## config.mk

```make
export PLATFORM = sky130hd
export DESIGN_NAME = asru_receiver
export DESIGN_NICKNAME = d
export VERILOG_FILES = /design/src/asru_pkg.sv /design/src/asru_tick_gen.sv /design/src/asru_fifo.sv /design/src/asru_receiver.sv
export SDC_FILE = /design/constraint.sdc
export NUM_CORES = 1
export LEC_CHECK = 0
export BUFFER_PORTS_ARGS = -buffer_cell sky130_fd_sc_hd__buf_2
export CORE_AREA = 2 2 105 107
export DETAILED_ROUTE_END_ITERATION = 8
export DIE_AREA = 0 0 107 109
export GPL_ROUTABILITY_DRIVEN = 0
export GPL_TIMING_DRIVEN = 0
export SLEW_MARGIN = 20
export SYNTH_ARGS = -nofsm -noshare
export SYNTH_HDL_FRONTEND = slang
export SYNTH_HIERARCHICAL = 1
export SYNTH_SLANG_ARGS = --single-unit
```

## constraint.sdc

```tcl
create_clock -name core_clk -period 3.2 [get_ports core_clk]
set_input_delay 0 -clock core_clk [delete_from_list [all_inputs] [get_ports core_clk]]
set_output_delay 0 -clock core_clk [all_outputs]
set_load 0.03 [all_outputs]
```

## src/asru_pkg.sv

```systemverilog
// shared constants and types for the async serial receiver
package asru_pkg;
  localparam int ASRU_DATA_W = 8;
  localparam int ASRU_FIFO_DEPTH = 2;
  localparam int ASRU_OVS = 16;
  localparam logic [3:0] ASRU_MID_SAMPLE = 4'h7;
  localparam logic [3:0] ASRU_LAST_TICK = 4'hf;
  localparam logic [3:0] ASRU_BITS_8 = 4'h8;
  localparam logic [3:0] ASRU_BITS_9 = 4'h9;
  localparam logic [15:0] ASRU_DIV_RESET = 16'h0000;
  typedef enum logic [3:0] {
    ASRU_IDLE = 4'b0001,
    ASRU_START = 4'b0010,
    ASRU_DATA = 4'b0100,
    ASRU_STOP = 4'b1000
  } asru_state_t;
endpackage

```

## src/asru_tick_gen.sv

```systemverilog
// oversample tick divider for the serial receiver
`timescale 1ns/10ps
module asru_tick_gen (
  input wire logic core_clk,
  input wire logic rst_n,
  input wire logic run,
  input wire logic [15:0] div_value,
  output logic tick
);
  import asru_pkg::*;
  logic [15:0] cnt_q;

  always_ff @(posedge core_clk or negedge rst_n) begin
    if (!rst_n) begin
      cnt_q <= ASRU_DIV_RESET;
    end else if (!run || cnt_q == div_value) begin
      cnt_q <= ASRU_DIV_RESET;
    end else begin
      cnt_q <= cnt_q + 16'h0001;
    end
  end

  // one pulse each div_value+1 clocks
  assign tick = run && (cnt_q == div_value);
endmodule

```

## src/asru_fifo.sv

```systemverilog
// small receive fifo carrying data, ninth bit and framing error per entry
`timescale 1ns/10ps
module asru_fifo #(
  parameter int WIDTH = 10,
  parameter int DEPTH = 2
) (
  input wire logic core_clk,
  input wire logic rst_n,
  input wire logic flush,
  input wire logic push,
  input wire logic [WIDTH-1:0] push_data,
  input wire logic pop,
  output logic [WIDTH-1:0] head_data,
  output logic empty,
  output logic full
);
  localparam int AW = (DEPTH > 1) ? $clog2(DEPTH) : 1;
  logic [WIDTH-1:0] mem_q [DEPTH];
  logic [AW-1:0] rd_q;
  logic [AW-1:0] wr_q;
  logic [AW:0] cnt_q;
  logic do_push;
  logic do_pop;

  function automatic logic [AW-1:0] nxt(input logic [AW-1:0] p);
    nxt = (p == AW'(DEPTH - 1)) ? '0 : p + AW'(1);
  endfunction

  assign empty = (cnt_q == '0);
  assign full = (cnt_q == (AW+1)'(DEPTH));
  assign do_pop = pop && !empty;
  assign do_push = push && (!full || do_pop);

  always_ff @(posedge core_clk) begin
    if (do_push) begin
      mem_q[wr_q] <= push_data;
    end
  end

  always_ff @(posedge core_clk or negedge rst_n) begin
    if (!rst_n) begin
      rd_q <= '0;
      wr_q <= '0;
      cnt_q <= '0;
    end else if (flush) begin
      rd_q <= '0;
      wr_q <= '0;
      cnt_q <= '0;
    end else begin
      if (do_push) begin
        wr_q <= nxt(wr_q);
      end
      if (do_pop) begin
        rd_q <= nxt(rd_q);
      end
      cnt_q <= cnt_q + (AW+1)'(do_push) - (AW+1)'(do_pop);
    end
  end

  // head entry feeds the status outputs; registered storage
  assign head_data = empty ? '0 : mem_q[rd_q];
endmodule

```

## src/asru_receiver.sv

```systemverilog
// async serial receiver: line sampling, receive fifo and status flags
// Summary of operation
// - pending flag high while receiver enabled and fifo holds an unread character.
// - pending flag has no software write path; it follows fifo occupancy.
// - receive irq request needs rx, peripheral and global irq enables all set.
// - pending flag is computed without regard to any interrupt enable.
// - each stored character keeps its own framing error from the stop sample.
// - frame error output is read-only and shows the oldest unread character.
// - framing error never blocks reception; a data read exposes next status.
// - clearing port enable resets receiver and frame error; clearing rx enable resets the receiver and overrun flag but keeps frame error.
// - a framing error on its own raises no interrupt request.
// - frame error stays set across reads when all held characters have one.
// - fifo holds two characters; a complete third sets the overrun flag.
// - during overrun stored characters stay readable, new ones are refused.
// - overrun clears when continuous receive enable or port enable is cleared.
// - nine-bit select shifts nine data bits per character.
// - ninth-bit output shows the ninth data bit of the oldest character.
// - address detect enable selects address mode; needs nine-bit reception.
// - address mode stores only characters with ninth bit set; others dropped.
`timescale 1ns/10ps
module asru_receiver #(
  parameter int DATA_W = 8,
  parameter int FIFO_DEPTH = 2,
  parameter logic [15:0] DIV_DEFAULT = 16'h0033
) (
  input wire logic core_clk,
  input wire logic rst_n,
  input wire logic rx_line,
  input wire logic serial_port_enable,
  input wire logic continuous_rx_enable,
  input wire logic nine_bit_rx_select,
  input wire logic address_detect_enable,
  input wire logic [15:0] baud_div,
  input wire logic rx_irq_enable,
  input wire logic peripheral_irq_enable,
  input wire logic global_irq_enable,
  input wire logic rx_data_read,
  output logic [DATA_W-1:0] rx_data_reg,
  output logic rx_ninth_bit,
  output logic frame_error_flag,
  output logic overrun_error_flag,
  output logic rx_char_pending_flag,
  output logic rx_irq_req,
  output logic rx_busy
);
  import asru_pkg::*;

  localparam int ENTRY_W = DATA_W + 2;
  localparam int SHIFT_W = DATA_W + 1;

  // line synchroniser; the first stage is read only by the second
  logic line_meta_q;
  logic line_sync_q;
  logic line_prev_q;

  asru_state_t state_q;
  logic [3:0] ovs_q;
  logic [3:0] bit_cnt_q;
  logic [SHIFT_W-1:0] rx_shift_register_q;
  logic overrun_q;
  logic store_pulse_q;
  logic [ENTRY_W-1:0] store_entry_q;
  logic rx_on;
  logic tick;
  logic fifo_empty;
  logic fifo_full;
  logic fifo_pop;
  logic [ENTRY_W-1:0] head_entry;
  logic [3:0] bits_wanted;
  logic fall_edge;
  logic stop_ok;
  logic keep_char;
  logic [DATA_W-1:0] data_low;
  logic ninth_bit;
  logic start_mid;
  logic bit_end;
  logic last_bit;

  assign rx_on = serial_port_enable && continuous_rx_enable;
  assign bits_wanted = nine_bit_rx_select ? ASRU_BITS_9 : ASRU_BITS_8;

  always_ff @(posedge core_clk or negedge rst_n) begin
    if (!rst_n) begin
      line_meta_q <= 1'b1;
      line_sync_q <= 1'b1;
      line_prev_q <= 1'b1;
    end else begin
      line_meta_q <= rx_line;
      line_sync_q <= line_meta_q;
      line_prev_q <= line_sync_q;
    end
  end

  assign fall_edge = line_prev_q && !line_sync_q;

  asru_tick_gen u_tick (
    .core_clk(core_clk),
    .rst_n(rst_n),
    .run(rx_on && (state_q != ASRU_IDLE)),
    .div_value(baud_div),
    .tick(tick)
  );

  assign stop_ok = line_sync_q;

  // data bits arrive lsb first; align to the character length chosen
  always_comb begin
    data_low = '0;
    ninth_bit = 1'b0;
    if (nine_bit_rx_select) begin
      data_low = rx_shift_register_q[DATA_W-1:0];
      ninth_bit = rx_shift_register_q[SHIFT_W-1];
    end else begin
      data_low = rx_shift_register_q[SHIFT_W-1:1];
    end
  end

  // address mode only with nine-bit frames
  // drop characters whose ninth bit is clear
  assign keep_char = !(address_detect_enable && nine_bit_rx_select) || ninth_bit;

  // start-bit centre and bit-period end, shared by the sequencer's counters
  assign start_mid = tick && (ovs_q == ASRU_MID_SAMPLE);
  assign bit_end = tick && (ovs_q == ASRU_LAST_TICK);
  assign last_bit = (bit_cnt_q == bits_wanted - 4'h1);

  // receive sequencer; dropping either enable returns it to idle at once
  always_ff @(posedge core_clk or negedge rst_n) begin
    if (!rst_n) begin
      state_q <= ASRU_IDLE;
    end else if (!rx_on) begin
      state_q <= ASRU_IDLE;
    end else begin
      case (state_q)
        ASRU_IDLE: begin
          if (fall_edge && !overrun_q) begin
            state_q <= ASRU_START;
          end
        end
        ASRU_START: begin
          // a start bit that is high again by its centre was only a glitch
          if (start_mid) begin
            state_q <= line_sync_q ? ASRU_IDLE : ASRU_DATA;
          end
        end
        ASRU_DATA: begin
          if (bit_end && last_bit) begin
            state_q <= ASRU_STOP;
          end
        end
        ASRU_STOP: begin
          if (bit_end) begin
            state_q <= ASRU_IDLE;
          end
        end
        default: begin
          state_q <= ASRU_IDLE;
        end
      endcase
    end
  end

  // oversample phase restarts at the start-bit centre, so later samples land mid-bit
  always_ff @(posedge core_clk or negedge rst_n) begin
    if (!rst_n) begin
      ovs_q <= '0;
    end else if (!rx_on) begin
      ovs_q <= '0;
    end else begin
      case (state_q)
        ASRU_START: begin
          if (start_mid) begin
            ovs_q <= '0;
          end else if (tick) begin
            ovs_q <= ovs_q + 4'h1;
          end
        end
        ASRU_DATA, ASRU_STOP: begin
          if (tick) begin
            ovs_q <= ovs_q + 4'h1;
          end
        end
        default: begin
          ovs_q <= '0;
        end
      endcase
    end
  end

  // data bit counter, cleared while the start bit is checked
  always_ff @(posedge core_clk or negedge rst_n) begin
    if (!rst_n) begin
      bit_cnt_q <= '0;
    end else if (!rx_on || state_q == ASRU_START) begin
      bit_cnt_q <= '0;
    end else if (state_q == ASRU_DATA && bit_end) begin
      bit_cnt_q <= bit_cnt_q + 4'h1;
    end
  end

  always_ff @(posedge core_clk or negedge rst_n) begin
    if (!rst_n) begin
      rx_shift_register_q <= '0;
    end else if (rx_on && state_q == ASRU_DATA && bit_end) begin
      rx_shift_register_q <= {line_sync_q, rx_shift_register_q[SHIFT_W-1:1]};
    end
  end

  // completion of a character at its stop sample
  always_ff @(posedge core_clk or negedge rst_n) begin
    if (!rst_n) begin
      store_pulse_q <= 1'b0;
      store_entry_q <= '0;
    end else begin
      store_pulse_q <= rx_on && state_q == ASRU_STOP && tick &&
                       ovs_q == ASRU_LAST_TICK && keep_char;
      store_entry_q <= {!stop_ok, ninth_bit, data_low};
    end
  end

  // overrun on a third full character
  // cleared by either enable low
  // a store and a read in one cycle are fine; the read frees the slot first
  always_ff @(posedge core_clk or negedge rst_n) begin
    if (!rst_n) begin
      overrun_q <= 1'b0;
    end else if (!rx_on) begin
      overrun_q <= 1'b0;
    end else if (store_pulse_q && fifo_full && !fifo_pop) begin
      overrun_q <= 1'b1;
    end
  end

  // a data read advances the fifo
  assign fifo_pop = rx_data_read && !fifo_empty;

  // port enable low flushes stored characters; rx enable alone keeps them
  asru_fifo #(
    .WIDTH(ENTRY_W),
    .DEPTH(FIFO_DEPTH)
  ) u_fifo (
    .core_clk(core_clk),
    .rst_n(rst_n),
    .flush(!serial_port_enable),
    .push(store_pulse_q && !overrun_q && (!fifo_full || fifo_pop)),
    .push_data(store_entry_q),
    .pop(fifo_pop),
    .head_data(head_entry),
    .empty(fifo_empty),
    .full(fifo_full)
  );

  // each entry keeps its own error
  assign frame_error_flag = head_entry[ENTRY_W-1];
  assign rx_ninth_bit = head_entry[DATA_W];
  assign rx_data_reg = head_entry[DATA_W-1:0];
  assign overrun_error_flag = overrun_q;
  assign rx_char_pending_flag = rx_on && !fifo_empty;
  assign rx_irq_req = rx_char_pending_flag && rx_irq_enable &&
                      peripheral_irq_enable && global_irq_enable;
  assign rx_busy = state_q != ASRU_IDLE;
endmodule

```

==> results.py, run 1 <==
metrics = {
    "sta": {
        "whs_ns": 0.01129,
        "min_period_ns": 2.571,
        "tns_ns": 0,
        "setup-violations-final": 0,
        "drv_slew": 0,
        "max_freq_mhz": 388.9,
        "relSlewSlack_pct": 40.29,
        "worst-slew-pin-transition_ns": 0.8924,
        "hold_viol": 0,
        "period_share_pct": 80.35,
        "skew_ns": 0.01544,
        "rsz0062_at_grt": "no",
    },
    "layout": {
        "area_growth_pct": 17.94,
        "fillers": 1023,
        "insertedDiodeCount": 0,
        "final_common_cell": "dfrtp_1",
        "fin_nets": 386,
        "post-route-util_pct": 40.50,
        "multi_input_area_mm2": 0.001539,
        "final_cells": 499,
        "drive_above_1_share_pct": 27.58,
        "register_area_mm2": 0.002007,
        "layout_common_cells": "dfrtp_1, nor2_1, buf_2",
    },
    "setup_path": {
        "slowest_delay_ns": 0.34,
        "r2r-start": "u_tick/cnt_q[4]$_DFF_PN0_",
        "cp.arrival_ns": 2.80,
        "worstSetupEndpointType": "flip-flop",
        "critPathLaunchType": "flip-flop",
        "cp_common_cell": "nand4_1",
        "r2r_cells": 9,
        "worstPathRequired_ns": 3.43,
        "worst-path-buf-inv": 2,
        "criticalPathCategory": "flip-flop to flip-flop",
        "crit_family": "simple AND/OR/NAND/NOR gates",
        "r2r-end": "rx_shift_register_q[6]$_DFFE_PN0P_",
        "worstPathMaxFanout": 9,
        "cp_cell_sequence": "clkbuf_1, xnor2_1, nand4_1, nor2_1, and3_1, buf_2, nand4_1, nor2_8, mux2_4",
        "r2r_slack_ns": 0.63,
        "cp_slowest_cell": "nand4_1",
    },
    "global_routing": {
        "grt_first_pass_wirelength_um": 10720,
        "overflow": 0,
        "antenna_found_initial": 0,
        "grt_max_degree": 57,
        "grt_pass1_vias": 2242,
        "grt_use_total_pct": 11.80,
    },
    "power": {
        "seq_power_share_pct": 51.8,
        "p_switching_mw": 0.4133,
        "p_clk_share_pct": 44.1,
        "p_sw_share_pct": 21.36,
        "power.internal_mw": 1.521,
        "total_power_mw": 1.935,
        "powerDensity_mw_per_mm2": 450.5,
        "leakagePower_nw": 1.802,
        "p_comb_share_pct": 4.1,
        "irDropWorstVdd_mv": 0.2084,
    },
    "routing": {
        "vias_per_cell": 4.661,
        "num_vias": 2326,
        "wl_per_cell_um": 12.45,
        "drt_iter0_markers": 108,
        "drc": 0,
        "drt-pass1-iter-count": 4,
        "wirelength_um": 6215,
        "route.antenna.remaining_nets": 0,
    },
    "synth": {
        "synth-warning-count": 6,
        "ys_types": 54,
        "netlist_area_mm2": 0.003641,
        "syn_nets": 331,
        "seq_area_frac_synth_pct": 55.12,
        "synth-main-ff-cell": "dfrtp_1",
        "avgSynthCellArea_um2": 12.18,
        "synth-edff-count": 20,
        "synth-seq-cells": 76,
        "syn_inst": 299,
        "synthArstFlopShare_pct": 73.68,
    },
    "placement": {
        "io_buffer_count": 40,
        "dpl.hpwl_um": 4388,
        "dp_cells": 479,
    },
    "hold_path": {
        "hp-class": "primary input to flip-flop",
        "min_delay_path_depth": 3,
        "hold_end": "overrun_error_flag$_DFFE_PN0P_",
        "hold_start": "continuous_rx_enable",
    },
    "cts": {
        "numCtsBuffers": 9,
        "root_buffer": "clkbuf_8",
        "cts.sinks": 76,
        "post_cts_buffers": 0,
        "insertion_delay_ns": 0.35,
        "ctsLongestPathBuffers": 2,
        "clkTransAtPathRegs_ns": 0.09,
        "cts-htree-levels": 3,
        "cts_tree": "yes",
    },
    "floorplan": {
        "core_area_mm2": 0.01060,
        "start_util_pct": 34.34,
        "dieWidth_um": 107,
        "num_rows": 38,
        "ioPinCount": 41,
        "dieArea_mm2": 0.01166,
        "die_y_um": 109,
    },
    "flow_run": {
        "maxCapViolCount": 0,
    },
    "outcome": {
        "outcome": "finished, final reports clean",
    },
}
==> Yosys cell counts (all sizes together) (5+ instances only) <==
cell	count	area [um2]
dfrtp	52	1301
nand2	11	43.80
mux2i	12	120.1
edfxtp	20	600.6
xnor2	29	254.0
o21ai	5	36.28
nor2	49	202.7
nand3	9	45.04
nor3	7	40.04
inv	10	37.54
mux2	18	240.2
nand4	10	77.57
buf	6	45.04
xor2	9	78.83
ha	5	62.56
==> kinds of logic (layout without fill, tap and decap cells) <==
family	after synthesis	after routing	share of synthesized area, %
simple gates	112	112	17.18
compound gates	19	19	4.330
flops	76	76	55.12
buf+inv	19	79	2.612
fa+ha+maj	5	5	1.718
xor+xnor	38	38	9.141
mux	30	30	9.897
==> stage by stage <==
stage          setup WS [ns]  area [um2]
3_3_place_gp          0.6524        4016
2_1_floorplan         0.9404        3641
4_1_cts               0.6087        4294
6_report              0.6288        4294
3_5_place_dp          0.6152        4019
5_1_grt               0.4115        4294
==> power groups by stage <==
stage / registers (mW) / clock network, mW / logic [mW]
5_1_grt: 1.00 / 0.916 / 0.0891
6_report: 1.00 / 0.854 / 0.0793
4_1_cts: 1.00 / 0.874 / 0.0817
3_3_place_gp: 1.02 / 0 / 0.0763
2_1_floorplan: 1.02 / 0 / 0.0362
3_5_place_dp: 1.02 / 0 / 0.0776
==> registers in the layout, indices dropped and copies added, names as in the netlist <==
signal,count
ovs_q,4
line_prev_q,1
line_sync_q,1
line_meta_q,1
store_pulse_q,1
u_fifo/mem_q,20
bit_cnt_q,4
state_q,4
store_entry_q,10
u_fifo/cnt_q,2
rx_shift_register_q,9
u_tick/cnt_q,16
u_fifo/rd_q,1
overrun_error_flag,1
u_fifo/wr_q,1
==> worst register-to-register path, cell delays in order, from the launching register on <==
cell and delay [ns]:
dfrtp_1 0.32, clkbuf_1 0.30, xnor2_1 0.16, nand4_1 0.22, nor2_1 0.13, and3_1 0.16, buf_2 0.17, nand4_1 0.34
nor2_8 0.34, mux2_4 0.32
==> layer usage <==
metal | GRT usage [%] | vias to the layer above | part of all wire, %
li1 | - | 1157 | -
met1 | 15.55 | 1122 | 49
met2 | 18.88 | 40 | 47
met3 | 3.048 | 7 | 3.2
met4 | 4.267 | 0 | 1.2
met5 | 0 | - | 0
==> area by class of cell <==
cell class / instances / area share [%]
inverter: 10 / 0.8741
timing repair buffer: 44 / 5.653
multi-input combinational: 204 / 35.84
sequential: 76 / 46.74
tap: 140 / 4.079
buffer: 9 / 1.340
clock inverter: 5 / 1.923
clock buffer: 11 / 3.555
==> timing repair <==
| item | CTS | global route |
|---|---|---|
| gates resized for setup | 0 | 0 |
| endpoints found under the hold margin | 57 | 0 |
| hold buffers | 4 | 0 |
==> worst max path at each step <==
| stage | end | slack [ns] | from | depth (start not counted) |
|---|---|---|---|---|
| after CTS | rx_shift_register_q[6]$_DFFE_PN0P_ | 0.61 | u_tick/cnt_q[4]$_DFF_PN0_ | 9 |
| after floorplan | rx_shift_register_q[0]$_DFFE_PN0P_ | 0.94 | u_tick/cnt_q[4]$_DFF_PN0_ | 9 |
| final | rx_shift_register_q[6]$_DFFE_PN0P_ | 0.63 | u_tick/cnt_q[4]$_DFF_PN0_ | 9 |
| after global routing | rx_shift_register_q[5]$_DFFE_PN0P_ | 0.41 | u_tick/cnt_q[4]$_DFF_PN0_ | 9 |
| after detailed placement | rx_shift_register_q[1]$_DFFE_PN0P_ | 0.62 | u_tick/cnt_q[4]$_DFF_PN0_ | 9 |
| after global placement | rx_shift_register_q[1]$_DFFE_PN0P_ | 0.65 | u_tick/cnt_q[4]$_DFF_PN0_ | 9 |
No activity file was read; power rests on OpenSTA's default activity.
==> inputs of run 2 (changes only) <==
Clock period 3.2 ns to 2.4 ns, I/O delays scaled along.
==> results.py, run 2 (same netlist as run 1, synthesis figures left out) <==
metrics = {
    "outcome": {
        "outcome": "finished, final reports clean",
    },
    "sta": {
        "rsz0062_at_grt": "yes",
        "setup-violations-final": 0,
        "drv_slew": 0,
        "hold_viol": 0,
        "whs_ns": 0.009448,
        "max_freq_mhz": 433.3,
        "relSlewSlack_pct": 52.27,
        "period_share_pct": 96.16,
        "skew_ns": 0.01415,
        "worst-slew-pin-transition_ns": 0.7160,
        "min_period_ns": 2.308,
    },
    "routing": {
        "drt_iter0_markers": 116,
        "wirelength_um": 6294,
        "vias_per_cell": 4.660,
        "drc": 0,
        "drt-pass1-iter-count": 4,
        "route.antenna.remaining_nets": 0,
        "wl_per_cell_um": 12.51,
        "num_vias": 2344,
    },
    "cts": {
        "insertion_delay_ns": 0.35,
        "numCtsBuffers": 9,
        "cts-htree-levels": 3,
        "clkTransAtPathRegs_ns": 0.09,
        "cts.sinks": 76,
        "ctsLongestPathBuffers": 2,
        "cts_tree": "yes",
        "root_buffer": "clkbuf_8",
    },
    "floorplan": {
        "start_util_pct": 34.34,
        "die_y_um": 109,
        "dieArea_mm2": 0.01166,
        "dieWidth_um": 107,
        "core_area_mm2": 0.01060,
        "ioPinCount": 41,
        "num_rows": 38,
    },
    "setup_path": {
        "worstSetupEndpointType": "flip-flop",
        "critPathLaunchType": "flip-flop",
        "cp.arrival_ns": 2.57,
        "worstPathMaxFanout": 7,
        "worstPathRequired_ns": 2.66,
        "criticalPathCategory": "flip-flop to flip-flop",
    },
    "global_routing": {
        "antenna_found_initial": 0,
        "overflow": 0,
        "grt_pass1_vias": 2244,
        "grt_max_degree": 57,
        "grt_first_pass_wirelength_um": 10700,
        "grt_use_total_pct": 11.79,
    },
    "layout": {
        "reg_top3": "u_fifo/mem_q: 20 flops, u_tick/cnt_q: 16 flops, store_entry_q: 10 flops",
        "post-route-util_pct": 41.27,
        "layout_common_cells": "dfrtp_1, nor2_1, buf_2",
        "fin_nets": 390,
        "insertedDiodeCount": 0,
        "regMostFlops": "u_fifo/mem_q",
        "final_common_cell": "dfrtp_1",
        "drive_above_1_share_pct": 31.68,
        "area_growth_pct": 20.17,
        "largest_reg_flops": 20,
    },
    "power": {
        "leakagePower_nw": 1.847,
        "irDropWorstVdd_mv": 0.2760,
        "powerDensity_mw_per_mm2": 590.1,
        "total_power_mw": 2.582,
    },
    "flow_run": {
        "maxCapViolCount": 0,
    },
    "hold_path": {
        "hp-class": "primary input to flip-flop",
    },
    "placement": {
        "io_buffer_count": 40,
        "dpl.hpwl_um": 4388,
    },
}
-- run 2: layer usage --
layer	global-route usage, %	wire (um)
met2	18.88	2937
met1	15.52	3078
met5	0	0
met3	3.048	202
met4	4.267	76
-- run 2: timing repair --
item | 4_1_cts | 5_1_grt
buffers inserted | 1 | 4
hold buffers | 4 | 0
pin swaps | 1 | 2
resized for setup | 1 | 15
endpoints found under the setup margin | 24 | 37
endpoints found under the hold margin | 57 | 0
-- run 2: critical path: stages, from the launching register on --
cell	delay (ns)
dfrtp_2	0.47
xnor2_1	0.17
nand4_1	0.21
nor2_1	0.15
and3_1	0.16
clkbuf_4	0.17
and4_4	0.24
o32ai_1	0.08
a211o_2	0.38
o221ai_1	0.20
-- run 2: through the flow --
stage	instance area, um2	TNS [ns]	std cells	setup WS (ns)
after global routing	4375	-0.05150	503	-0.03918
after floorplan	3641	0	299	0.1404
final	4375	0	503	0.09208
after CTS	4300	0	499	0.001651
after detailed placement	4019	-1.792	479	-0.1848
after global placement	4016	-1.338	479	-0.1476
-- run 2: cell type report --
type,instances,area (um2)
fillers,1012,6227
flip-flops and latches,76,2012
multi-input cells,204,1577
repair buffers,49,280.3
well taps,140,175.2
clock buffers,11,152.6
clock inverters,5,82.58
plain buffers,8,58.81
inverters,10,37.54
-- run 2: path summary, 6_finish.rpt --
path / depth (start not counted) / from / end / slack [ns]
worst min register to register: 0 / line_meta_q$_DFF_PN1_ / line_sync_q$_DFF_PN1_ / 0.36
max in group asynchronous: 2 / rst_n / u_tick/cnt_q[4]$_DFF_PN0_ / 1.64
worst max-delay path: 9 / u_tick/cnt_q[7]$_DFF_PN0_ / state_q[0]$_DFFE_PN1P_ / 0.09
min in group asynchronous: 2 / rst_n / bit_cnt_q[3]$_DFFE_PN0P_ / 0.24
worst max register to register: 9 / u_tick/cnt_q[7]$_DFF_PN0_ / state_q[0]$_DFFE_PN1P_ / 0.09
worst min-delay path: 3 / continuous_rx_enable / overrun_error_flag$_DFFE_PN0P_ / 0.009
-- run 2: report_power, final --
part	internal, mW	switching (mW)	leakage [nW]
clock	0.653	0.484	0.119
sequential	1.33	0.00613	0.944
combinational	0.0480	0.0612	0.783
total	2.03	0.551	1.85
==> inputs of run 3 (changes only) <==
Settings changed: MAX_ROUTING_LAYER set to met4.
==> results.py, run 3 (same netlist as run 1, synthesis figures left out) <==
metrics = {
    "outcome": {
        "outcome": "finished, final reports clean",
    },
    "sta": {
        "skew_ns": 0.01441,
        "finalWorstSetupSlack_ns": 0.09976,
        "max_freq_mhz": 434.7,
        "hold_viol": 0,
        "rsz0062_at_grt": "yes",
        "min_period_ns": 2.300,
        "worst-slew-pin-transition_ns": 0.7152,
        "period_share_pct": 95.84,
        "setup-violations-final": 0,
        "relSlewSlack_pct": 52.32,
        "drv_slew": 0,
    },
    "layout": {
        "reg_top3": "u_fifo/mem_q: 20 flops, u_tick/cnt_q: 16 flops, store_entry_q: 10 flops",
        "fillers": 1012,
        "post-route-util_pct": 41.27,
        "largest_reg_flops": 20,
        "layout_common_cells": "dfrtp_1, nor2_1, buf_2",
        "area_growth_pct": 20.17,
        "drive_above_1_share_pct": 31.68,
        "fin_nets": 390,
        "insertedDiodeCount": 0,
        "regMostFlops": "u_fifo/mem_q",
        "final_common_cell": "dfrtp_1",
    },
    "setup_path": {
        "r2r-start": "u_tick/cnt_q[7]$_DFF_PN0_",
        "worstSetupEndpointType": "flip-flop",
        "r2r_slack_ns": 0.1,
        "r2r-end": "state_q[0]$_DFFE_PN1P_",
        "worstPathMaxFanout": 7,
        "worstPathRequired_ns": 2.66,
        "critPathLaunchType": "flip-flop",
        "cp.arrival_ns": 2.56,
        "r2r_cells": 9,
        "criticalPathCategory": "flip-flop to flip-flop",
    },
    "routing": {
        "wl_per_cell_um": 12.54,
        "drc": 0,
        "num_vias": 2347,
        "route.antenna.remaining_nets": 0,
        "wirelength_um": 6310,
        "vias_per_cell": 4.666,
        "drt-pass1-iter-count": 4,
        "drt_iter0_markers": 117,
    },
    "cts": {
        "root_buffer": "clkbuf_8",
        "clkTransAtPathRegs_ns": 0.09,
        "cts-htree-levels": 3,
        "cts.sinks": 76,
        "cts_tree": "yes",
        "insertion_delay_ns": 0.35,
        "numCtsBuffers": 9,
        "ctsLongestPathBuffers": 2,
    },
    "global_routing": {
        "overflow": 0,
        "grt_first_pass_wirelength_um": 10700,
        "antenna_found_initial": 0,
        "grt_pass1_vias": 2240,
        "grt_max_degree": 57,
        "grt_use_total_pct": 12.16,
    },
    "placement": {
        "dpl.hpwl_um": 4388,
        "io_buffer_count": 40,
        "place_ws_ns": -0.1848,
    },
    "hold_path": {
        "hold_start": "continuous_rx_enable",
        "hold_end": "overrun_error_flag$_DFFE_PN0P_",
        "hp-class": "primary input to flip-flop",
        "min_delay_path_depth": 3,
    },
    "flow_run": {
        "maxCapViolCount": 0,
    },
    "power": {
        "leakagePower_nw": 1.847,
        "powerDensity_mw_per_mm2": 589.9,
        "irDropWorstVdd_mv": 0.2759,
    },
    "floorplan": {
        "dieWidth_um": 107,
        "core_area_mm2": 0.01060,
        "dieArea_mm2": 0.01166,
        "num_rows": 38,
        "die_y_um": 109,
        "start_util_pct": 34.34,
        "ioPinCount": 41,
    },
}
==> run 3: cell counts in the layout (fill, tap and decap cells not counted) <==
Identical to the previous run, type by type.
==> run 3: worst max path at each step <==
stage / start / end
finish: u_tick/cnt_q[7]$_DFF_PN0_ / state_q[0]$_DFFE_PN1P_
global route: u_tick/cnt_q[8]$_DFF_PN0_ / state_q[0]$_DFFE_PN1P_
CTS: u_fifo/cnt_q[1]$_DFF_PN0_ / u_fifo/mem_q[0][8]$_DFFE_PP_
detailed placement: u_tick/cnt_q[4]$_DFF_PN0_ / rx_shift_register_q[1]$_DFFE_PN0P_
global placement: u_tick/cnt_q[4]$_DFF_PN0_ / rx_shift_register_q[1]$_DFFE_PN0P_
floorplan: u_tick/cnt_q[4]$_DFF_PN0_ / rx_shift_register_q[0]$_DFFE_PN0P_
==> run 3: what timing repair did <==
item / 4_1_cts / 5_1_grt
hold buffers: 4 / 0
endpoints found under the hold margin: 57 / 0
endpoints found under the setup margin: 24 / 37
buffers inserted: 1 / 4
pin swaps: 1 / 2
resized for setup: 1 / 15
==> run 3: cell type report <==
type | instances | area (um2) | area share (%)
flip-flops and latches | 76 | 2012 | 45.98
multi-input cells | 204 | 1577 | 36.03
repair buffers | 49 | 280.3 | 6.405
well taps | 140 | 175.2 | 4.003
clock buffers | 11 | 152.6 | 3.489
clock inverters | 5 | 82.58 | 1.887
plain buffers | 8 | 58.81 | 1.344
inverters | 10 | 37.54 | 0.8579
==> run 3: routing by layer <==
metal,global-route usage (%),routed length [um],vias to the layer above
li1,-,-,1167
met4,4.267,100,0
met1,15.48,3096,1125
met2,18.88,2902,43
met5,-,0,-
met3,3.228,210,12
==> run 3: critical path: stages (launching register included) <==
cell	delay, ns
dfrtp_2	0.47
xnor2_1	0.17
nand4_1	0.21
nor2_1	0.14
and3_1	0.16
clkbuf_4	0.17
and4_4	0.24
o32ai_1	0.08
a211o_2	0.38
o221ai_1	0.20
==> run 3: metrics by stage <==
step | cell area, um2 | hold slack (ns) | std cells | setup TNS, ns | power [mW]
CTS | 4300 | 0.02597 | 499 | 0 | 2.609
global route | 4375 | 0.02634 | 503 | -0.05154 | 2.682
finish | 4375 | 0.009762 | 503 | 0 | 2.581
floorplan | 3641 | -0.2956 | 299 | 0 | 1.408
detailed placement | 4019 | 0.1098 | 479 | -1.792 | 1.465
global placement | 4016 | 0.1100 | 479 | -1.338 | 1.463
==> run 3: power by group <==
part / switching [mW] / internal [mW] / total [mW]
sequential: 0.00615 / 1.33 / 1.34
clock: 0.483 / 0.653 / 1.14
combinational: 0.0612 / 0.0480 / 0.109
